`src/inc/eisf_pkg.sv`:
```
// Constants for the external request sense and pending flag block
// What this block does
// - Sense 00: request while pin is low
// - Sense 01: request on each falling edge
// - Sense 10: request on each rising edge
// - Sense 11: request on both edges
// - Low sense fields 7:6,3:2,1:0, reset zero
// - Pending flags at bits 5,4,3,1,0, reset zero
// - Selected sense condition sets the pending flag
// - Clear needs read of one, then write zero
// - Level mode: exception clears flag if pin high
// - Edge modes: exception handling clears the flag
// - Full variant only: transfer start with select zero clears flag
// - Writing one to a flag changes nothing
// - Request reaches CPU only when enabled
`default_nettype none

package eisf_pkg;

	// Register bus geometry
	localparam int EISF_ADDR_W = 4;
	localparam int EISF_DATA_W = 8;
	localparam int EISF_NUM_IN = 6;

	// Register offsets
	localparam logic [3:0] EISF_OFS_SENSE_HI = 4'h0;
	localparam logic [3:0] EISF_OFS_SENSE_LO = 4'h1;
	localparam logic [3:0] EISF_OFS_ENABLE = 4'h2;
	localparam logic [3:0] EISF_OFS_STATUS = 4'h3;

	// Reset values
	localparam logic [7:0] EISF_RST_SENSE = 8'h00;
	localparam logic [7:0] EISF_RST_ENABLE = 8'h00;
	localparam logic [7:0] EISF_RST_STATUS = 8'h00;
	// Pins idle high, so no false falling edge after reset
	localparam logic [5:0] EISF_RST_PIN = 6'h3F;

	// Sense field positions (low bit of each two-bit field)
	localparam int EISF_POS_IN0 = 0;
	localparam int EISF_POS_IN1 = 2;
	localparam int EISF_POS_IN3 = 6;
	localparam int EISF_POS_IN4 = 0;
	localparam int EISF_POS_IN5 = 2;

	// Writable bit masks
	localparam logic [7:0] EISF_MASK_SENSE_LO = 8'hCF;
	localparam logic [7:0] EISF_MASK_SENSE_HI = 8'h0F;
	// Inputs present on the full variant
	localparam logic [5:0] EISF_IN_FULL = 6'h3B;
	// Input 5 absent on the reduced variant
	localparam logic [5:0] EISF_IN_REDUCED = 6'h1B;

	// Sense encodings
	localparam logic [1:0] EISF_SENSE_LOW = 2'h0;
	localparam logic [1:0] EISF_SENSE_FALL = 2'h1;
	localparam logic [1:0] EISF_SENSE_RISE = 2'h2;
	localparam logic [1:0] EISF_SENSE_BOTH = 2'h3;

endpackage : eisf_pkg

`default_nettype wire

```
`src/rtl/eisf_top.sv`:
```
// External request sense selection, pending flags and request gating
`default_nettype none

module eisf_top
	import eisf_pkg::*;
#(
	// One selects the full variant, zero the reduced one
	parameter int FULL_VARIANT = 1
) (
	// System clock
	input wire logic clk_sys,
	// Asynchronous reset, active high
	input wire logic rst,
	// Request pins, active low, bit n is input n
	input wire logic [5:0] ext_request_pin,
	// Exception handling taken for input n, pulse
	input wire logic [5:0] exc_ack,
	// Transfer controller started by input n, pulse
	input wire logic [5:0] dtc_start,
	// Transfer controller interrupt select per input
	input wire logic [5:0] xfer_int_select,
	// Register address
	input wire logic [EISF_ADDR_W-1:0] reg_addr,
	// Register write data
	input wire logic [EISF_DATA_W-1:0] reg_wdata,
	// Write strobe
	input wire logic reg_wr,
	// Read strobe
	input wire logic reg_rd,
	// Read data, valid the cycle after the strobe
	output logic [EISF_DATA_W-1:0] reg_rdata,
	// Gated request per input toward the CPU
	output logic [5:0] irq_request
);

	// Parameter check
	generate
		if (FULL_VARIANT != 0 && FULL_VARIANT != 1) begin : g_bad_variant
			$error("FULL_VARIANT must be 0 or 1");
		end
	endgenerate

	// Inputs that exist on this variant
	localparam logic [5:0] IN_VALID = (FULL_VARIANT == 1) ? EISF_IN_FULL : EISF_IN_REDUCED;
	// Transfer clear exists on the full variant only
	localparam logic DTC_CLEAR_ON = (FULL_VARIANT == 1);

	// Picks the two-bit sense field of input n
	function automatic logic [1:0] sense_of(
		input int n,
		input logic [7:0] lo,
		input logic [7:0] hi
	);
		logic [1:0] f;
		f = 2'h0;
		case (n)
			0: f = lo[EISF_POS_IN0 +: 2];
			1: f = lo[EISF_POS_IN1 +: 2];
			3: f = lo[EISF_POS_IN3 +: 2];
			4: f = hi[EISF_POS_IN4 +: 2];
			5: f = hi[EISF_POS_IN5 +: 2];
			default: f = 2'h0;
		endcase
		return f;
	endfunction : sense_of

	// Pin synchroniser stages and previous sample
	logic [5:0] sync1_reg;
	logic [5:0] sync2_reg;
	logic [5:0] prev_reg;
	logic [5:0] sync1_next;
	logic [5:0] sync2_next;
	logic [5:0] prev_next;

	// Software registers
	logic [7:0] sense_hi_reg;
	logic [7:0] sense_hi_next;
	// Sense fields of inputs 3, 1 and 0
	logic [7:0] sense_select_low_reg;
	logic [7:0] sense_select_low_next;
	logic [7:0] request_enable_reg;
	logic [7:0] request_enable_next;

	// Pending flags and their clear arming
	logic [5:0] pending_reg;
	logic [5:0] pending_next;
	logic [5:0] armed_reg;
	logic [5:0] armed_next;

	// Output registers
	logic [7:0] rdata_reg;
	logic [7:0] rdata_next;
	logic [5:0] irq_reg;
	logic [5:0] irq_next;

	// Per-input events
	logic [5:0] set_evt;
	logic [5:0] hw_clr;
	logic [5:0] sw_clr;

	// Address hits
	logic wr_status;
	logic rd_status;

	// Decode of status accesses
	always_comb begin
		wr_status = reg_wr && (reg_addr == EISF_OFS_STATUS);
		rd_status = reg_rd && (reg_addr == EISF_OFS_STATUS);
	end

	// Synchroniser next values; first stage feeds only the second
	always_comb begin
		sync1_next = ext_request_pin;
		sync2_next = sync1_reg;
		// Previous sample for edge compare
		prev_next = sync2_reg;
	end

	// Synchroniser registers
	always_ff @(posedge clk_sys or posedge rst) begin
		if (rst) begin
			sync1_reg <= EISF_RST_PIN;
			sync2_reg <= EISF_RST_PIN;
			prev_reg <= EISF_RST_PIN;
		end else begin
			sync1_reg <= sync1_next;
			sync2_reg <= sync2_next;
			prev_reg <= prev_next;
		end
	end

	// Software register writes
	always_comb begin
		sense_hi_next = sense_hi_reg;
		sense_select_low_next = sense_select_low_reg;
		request_enable_next = request_enable_reg;
		if (reg_wr) begin
			case (reg_addr)
				EISF_OFS_SENSE_HI: begin
					// Input 5 field absent on reduced variant
					sense_hi_next = reg_wdata & EISF_MASK_SENSE_HI &
						(IN_VALID[5] ? 8'hFF : 8'hF3);
				end
				EISF_OFS_SENSE_LO: begin
					// Reserved bits 5:4 are not stored
					sense_select_low_next = reg_wdata & EISF_MASK_SENSE_LO;
				end
				EISF_OFS_ENABLE: begin
					request_enable_next = reg_wdata & {2'h0, IN_VALID};
				end
				default: begin
					// Status and unmapped handled elsewhere
				end
			endcase
		end
	end

	// Software registers storage
	always_ff @(posedge clk_sys or posedge rst) begin
		if (rst) begin
			sense_hi_reg <= EISF_RST_SENSE;
			sense_select_low_reg <= EISF_RST_SENSE;
			request_enable_reg <= EISF_RST_ENABLE;
		end else begin
			sense_hi_reg <= sense_hi_next;
			sense_select_low_reg <= sense_select_low_next;
			request_enable_reg <= request_enable_next;
		end
	end

	// Per-input detection and clear conditions
	genvar gi;
	generate
		for (gi = 0; gi < EISF_NUM_IN; gi++) begin : g_in
			logic [1:0] mode;
			logic fall;
			logic rise;
			// Mode and edge terms
			always_comb begin
				mode = sense_of(gi, sense_select_low_reg, sense_hi_reg);
				fall = prev_reg[gi] && !sync2_reg[gi];
				rise = !prev_reg[gi] && sync2_reg[gi];
			end
			// Set and clear terms for this input
			always_comb begin
				set_evt[gi] = 1'b0;
				hw_clr[gi] = 1'b0;
				case (mode)
					EISF_SENSE_LOW: begin
						// Level: flag set while the pin is low
						set_evt[gi] = !sync2_reg[gi];
						hw_clr[gi] = exc_ack[gi] && sync2_reg[gi];
					end
					EISF_SENSE_FALL: begin
						set_evt[gi] = fall;
						hw_clr[gi] = exc_ack[gi];
					end
					EISF_SENSE_RISE: begin
						set_evt[gi] = rise;
						hw_clr[gi] = exc_ack[gi];
					end
					EISF_SENSE_BOTH: begin
						set_evt[gi] = fall || rise;
						hw_clr[gi] = exc_ack[gi];
					end
					default: begin
						set_evt[gi] = 1'b0;
						hw_clr[gi] = 1'b0;
					end
				endcase
				// Transfer start without interrupt select
				if (DTC_CLEAR_ON && dtc_start[gi] && !xfer_int_select[gi]) begin
					hw_clr[gi] = 1'b1;
				end
				// Missing inputs never set
				if (!IN_VALID[gi]) begin
					set_evt[gi] = 1'b0;
				end
			end
			// Written zero clears only after a read of one
			always_comb begin
				sw_clr[gi] = wr_status && !reg_wdata[gi] && armed_reg[gi];
			end
		end
	endgenerate

	// Flag update; a set in the clear cycle wins
	always_comb begin
		pending_next = set_evt | (pending_reg & ~(hw_clr | sw_clr));
		// Arm on a read that returned one; any status write disarms
		armed_next = pending_next & {6{!wr_status}} &
			(armed_reg | ({6{rd_status}} & pending_reg));
	end

	// Flag storage
	always_ff @(posedge clk_sys or posedge rst) begin
		if (rst) begin
			pending_reg <= EISF_RST_STATUS[5:0];
			armed_reg <= 6'h00;
		end else begin
			pending_reg <= pending_next;
			armed_reg <= armed_next;
		end
	end

	// Read data and gated requests
	always_comb begin
		rdata_next = 8'h00;
		if (reg_rd) begin
			case (reg_addr)
				EISF_OFS_SENSE_HI: rdata_next = sense_hi_reg;
				EISF_OFS_SENSE_LO: rdata_next = sense_select_low_reg;
				EISF_OFS_ENABLE: rdata_next = request_enable_reg;
				// Reserved status bits read zero
				EISF_OFS_STATUS: rdata_next = {2'h0, pending_reg & IN_VALID};
				default: rdata_next = 8'h00;
			endcase
		end
		// Enable gates the flag onto the request line
		irq_next = pending_reg & request_enable_reg[5:0] & IN_VALID;
	end

	// Output registers
	always_ff @(posedge clk_sys or posedge rst) begin
		if (rst) begin
			rdata_reg <= 8'h00;
			irq_reg <= 6'h00;
		end else begin
			rdata_reg <= rdata_next;
			irq_reg <= irq_next;
		end
	end

	// Outputs straight from flops
	assign reg_rdata = rdata_reg;
	assign irq_request = irq_reg;

endmodule : eisf_top

`default_nettype wire

```
`config.mk`:
```
export PLATFORM = sky130hd
export DESIGN_NAME = eisf_top
export DESIGN_NICKNAME = d
export VERILOG_FILES = /design/src/inc/eisf_pkg.sv /design/src/rtl/eisf_top.sv
export SDC_FILE = /design/constraint.sdc
export NUM_CORES = 1
export LEC_CHECK = 0
export ABC_AREA = 1
export BUFFER_PORTS_ARGS = -buffer_cell sky130_fd_sc_hd__buf_2
export CAP_MARGIN = 5
export CORE_MARGIN = 5
export CORE_UTILIZATION = 54
export CTS_BUF_LIST = sky130_fd_sc_hd__clkbuf_16
export CTS_CLUSTER_DIAMETER = 200
export DETAILED_ROUTE_END_ITERATION = 7
export PLACE_DENSITY = 0.77
export RECOVER_POWER = 25
export SKIP_LAST_GASP = 1
export SLEW_MARGIN = 40
export SYNTH_ARGS = -nofsm -noshare
export SYNTH_HDL_FRONTEND = slang
export SYNTH_SLANG_ARGS = --single-unit
```
`constraint.sdc`:
```
create_clock -name clk_sys -period 1.8 [get_ports clk_sys]
set_clock_uncertainty 0.15 [all_clocks]
set_input_delay 0.27 -clock clk_sys [delete_from_list [all_inputs] [get_ports clk_sys]]
set_output_delay 0.27 -clock clk_sys [all_outputs]
set_load 0.005 [all_outputs]
```
**Word level (Yosys, flattened, before mapping)**

Cells that the tools add are included.

- Add/sub/neg operators: 0
- Magnitude comparators: 0
- Shift operators: 0
- Mux-type cells: 18
- Reductions and logical operators: 78
- Equality and inequality tests: 18
- Bitwise logic cells: 9
- $mul: 0
- Div/mod/pow operators: 0

Operator list:

| operator | number |
|---|---|
| $logic_and A1 B1 Y1 | 36 |
| $pmux W8 S4 | 1 |
| $and A6 B6 Y6 | 5 |
| $logic_not A1 Y1 | 23 |
| $eq A2 B2 Y1 const B | 10 |
| $pmux W1 S4 | 5 |
| $or A6 B6 Y6 | 3 |
| $reduce_or A3 Y1 | 5 |
| $eq A2 B1 Y1 const B | 5 |
| $logic_not A2 Y1 | 5 |
| $pmux W1 S2 | 5 |
| $eq A4 B2 Y1 const B | 2 |
| $mux W8 | 1 |
| $mux W1 | 6 |
| $not A6 Y6 | 1 |
| $reduce_and A2 Y1 | 3 |
| $logic_or A1 B1 Y1 | 5 |
| $eq A4 B1 Y1 const B | 1 |
| $logic_not A4 Y1 | 1 |

- Input port bits: 40
- Word-level logic and storage cells: 133
- Memory bits (read-only): 0
- Memories kept: 0
- RAM bits: 0
- Register bits: 58
- Bits in latches: 0

**Longest topological paths before layout**

- Depth after elaboration: 10
- Gate-level depth with buffers: 8
- Mapped depth without buffers: 8

**Worst setup path before layout**

No wires, ideal clock.

- Kind: register -> register
- From: register prev_reg[4]
- To: register armed_reg[4]
- Path slack: 0.403 ns
- Required time: 1.573 ns
- Period minus slack after synthesis: 1.397 ns
- Setup time: 0.077 ns
- Buffers on the path: 0
- Cell stages (with the launch flop): 8
- Arrival: 1.169 ns
- Path through: dfstp_2 inv_1 ha_1 inv_1 nand2_1 nand3_1 nand3_1 a21oi_1

- Longest elaborated chain between the ends: 7

Ends and longest elaborated chain:

| what | line | text |
|---|---|---|
| from (decl) | eisf_top.sv:70 | `logic [5:0] prev_reg;` |
| from (signal assigned) | eisf_top.sv:128 | `prev_reg <= prev_next;` |
| $logic_not A1 Y1 | eisf_top.sv:182 | `rise = !prev_reg[gi] && sync2_reg[gi];` |
| $logic_and A1 B1 Y1 | eisf_top.sv:182 |  |
| $logic_or A1 B1 Y1 | eisf_top.sv:203 | `set_evt[gi] = fall \|\| rise;` |
| $pmux W1 S4 * | eisf_top.sv:188 | `case (mode)` |
| $or A6 B6 Y6 * | eisf_top.sv:229 | `pending_next = set_evt \| (pending_reg & ~(hw_clr \| sw_clr));` |
| $and A6 B6 Y6 * (2 in a row) | eisf_top.sv:231 | `armed_next = pending_next & {6{!wr_status}} &` |
| via armed_next[4] | eisf_top.sv:88 | `logic [5:0] armed_next;` |
| to (signal assigned) | eisf_top.sv:242 | `armed_reg <= armed_next;` |
| to (decl) | eisf_top.sv:87 | `logic [5:0] armed_reg;` |

The timed path passes the listed nets; every way through them passes the cells marked *.
A chain may end at the register's enable or synchronous reset.

**Final worst setup path**

- From: register prev_reg[0]
- To: register armed_reg[0]

The elaborated chain is that of the path after synthesis.

==> run_results.csv <==
group,metric,value,unit
grt,grt_max_degree,30,
timing,setup_violations,0,
min_path,holdPathEnd,"sense_select_low_reg[6]",
clocking,cts.sinks,53,
final_layout,synthToLayoutAreaGrowth,21.4,%
route,wire_per_inst,12.5,µm
timing,fmaxAchievable,657,MHz
min_path,min_from,"reg_wdata[6]",
critical_path,rrSetupSlack,0.28,ns
synth,synth_top_area_share,0.386,
synth,ys_ff_latch,53,
clocking,cts_max_level,2,
synth,synthCells,298,
timing,final_hold_viol_count,0,
synth,syn_area,2460,µm²
critical_path,cp.arrival,1.59,ns
clocking,cts_tree,"yes",
clocking,cts_buffers,5,
placement,dp_hpwl,3.90,mm
synth,synth_top_area_cell,"dfrtp_1",
placement,place.gp.congestion,0.870,
critical_path,crit_fanout,2,
floorplan,pin_count,54,
synth,syn_area_per_cell,8.27,µm²
synth,yosys_warnings,0,
grt,grt_usage,0.182,
timing,fin_crit_sh,0.846,
power_and_ir_drop,power.density,966,nW/µm²
timing,fin_ws,0.278,ns
floorplan,die_h,77.5,µm
min_path,hold_class,"in -> reg",
critical_path,reg2reg_from,"prev_reg[0]",
synth,yosysUniqueCellTypes,17,
floorplan,coreArea,4380,µm²
clocking,ctsRootBufferMaster,"clkbuf_16",
critical_path,max_stage_delay,0.54,ns
final_layout,largest_reg_flops,8,
grt,grt_pass1_vias,2057,
final_layout,final_cell_mix,"nand2_1 (91), inv_1 (49), buf_2 (48)",
grt,grt_pass1_wl,8.88,mm
critical_path,critPathSlowestCell,"dfstp_2",
synth,synth_seq_area_share,0.546,
clocking,worstSkewPairLatency,0.29,ns
floorplan,start_util,0.562,
run_status,run_status,"finished, final reports clean",
synth,syn-num-nets,348,
clocking,cts_resized,0,
final_layout,fin_nets,410,
clocking,clkSlewWorstSetupHoldPaths,0.07,ns
timing,slew_violations,0,
min_path,hold-path-cell-count,3,
placement,place_ws,0.213,ns
critical_path,crit_chain,"inv_1 > ha_1 > inv_1 > nand2_1 > nand3_1 > nand3_1 > a21oi_1",
critical_path,timing.rr.end,"armed_reg[0]",
clocking,clockBufferDepth,2,
route,drt_iter0_drc,119,
route,drc_errors,0,
critical_path,start_kind,"flop",
floorplan,die_area,6010,µm²
timing,tns,0,ns
power_and_ir_drop,ir_drop,658,µV
synth,ys_top_cells_by_area,"dfrtp_1 (39%), dfstp_2 (16%), nand2_1 (14%)",
critical_path,endpoint_kind,"flop",
route,drtPass1Iterations,4,
power_and_ir_drop,p_leak,0.00166,µW
route,routed_wl,5.16,mm
floorplan,dieWidth,77.5,µm
route,vias,2091,
grt,grt.overflow.total,0,
final_layout,antenna_cells,0,
grt,grt_antenna_before_repair,0,
timing,timing.final.crit_period,1.52,ns
placement,io_buffers,48,
route,ant_nets,0,
critical_path,r2r_cells,7,
critical_path,cp.required,1.87,ns
timing,rsz0062_at_grt,"false",
final_layout,drive_above_1_share,0.202,
run,drv_cap,0,
final_layout,final_common_cell,"nand2_1",
route,via_per_inst,5.06,
critical_path,crit_type,"reg -> reg",
floorplan,rows,24,
[where the power goes]
part / internal, µW / switching, µW / total [µW]
Combinational: 198 / 274 / 473
Clock: 504 / 412 / 916
Sequential: 1360 / 142 / 1500
Total: 2060 / 828 / 2890
[critical path, delay by kind of cell (launching register included)]
kind	cells	cell delay, ns
flip-flops	1	0.54
adder cells (fa/ha/maj)	1	0.28
AND/OR/NAND/NOR	3	0.23
AO/OA/AOI/OAI	1	0.16
buffers and inverters	2	0.09
[metal layers]
metal | wire length, µm | vias to the layer above | global-route usage
li1 | - | 1043 | -
met1 | 2230 | 985 | 0.229
met2 | 2520 | 56 | 0.308
met3 | 340 | 7 | 0.0463
met4 | 76 | 0 | 0.0567
met5 | 0 | - | 0
[per-stage QoR]
stage	area (µm²)	hold WS, ns	power, µW	util	cells
2_1_floorplan	2460	0.124	1800	-	298
3_3_place_gp	2790	0.195	1960	0.637	399
3_5_place_dp	2790	0.197	1980	0.637	399
4_1_cts	2990	0.0752	2900	0.682	413
5_1_grt	2990	0.0901	3060	0.682	413
6_report	2990	0.0679	2890	0.682	413
[layout make-up]
cell class	count	area, µm²
Inverter	50	188
Clock inverter	3	12.5
Multi-Input combinational cell	190	898
Tap cell	52	65.1
Timing Repair Buffer	60	358
Sequential cell	53	1350
Fill cell	345	1390
Clock buffer	5	125
[synthesized netlist by cell type]
cell      number
ha_1          10
nand3b_1       2
o21ai_0       14
inv_1         49
nor2_1        23
a21oi_1       15
nor2_2         2
nand4_1        7
buf_4          3
inv_2          1
nand3_1       23
buf_2          2
nand2_1       91
dfrtp_1       38
nor3_1         2
dfstp_2       15
conb_1         1
[worst max path at each step]
stage	from	end	slack, ns
5_1_grt	prev_reg[0]	armed_reg[0]	0.16
6_report	prev_reg[0]	armed_reg[0]	0.28
2_1_floorplan	rst	armed_reg[0]	0.12
4_1_cts	prev_reg[0]	armed_reg[0]	0.26
3_5_place_dp	reg_addr[3]	sense_hi_reg[1]	0.21
3_3_place_gp	reg_addr[3]	sense_hi_reg[0]	0.29
[cell families (layout without fill, tap and decap cells)]
family | after synthesis | count (layout) | share of synthesized area
adder cells (fa/ha/maj) | 10 | 10 | 0.0508
buffers and inverters | 55 | 118 | 0.0894
flip-flops | 53 | 53 | 0.546
AO/OA/AOI/OAI | 29 | 29 | 0.0589
other | 1 | 1 | 0.00152
AND/OR/NAND/NOR | 150 | 150 | 0.253
[timing repair]
action / CTS / global route
hold buffers: 6 / 0
hold endpoints to repair: 20 / 0
setup buffers: 0 / 0
(Power assumes the default switching activity.)
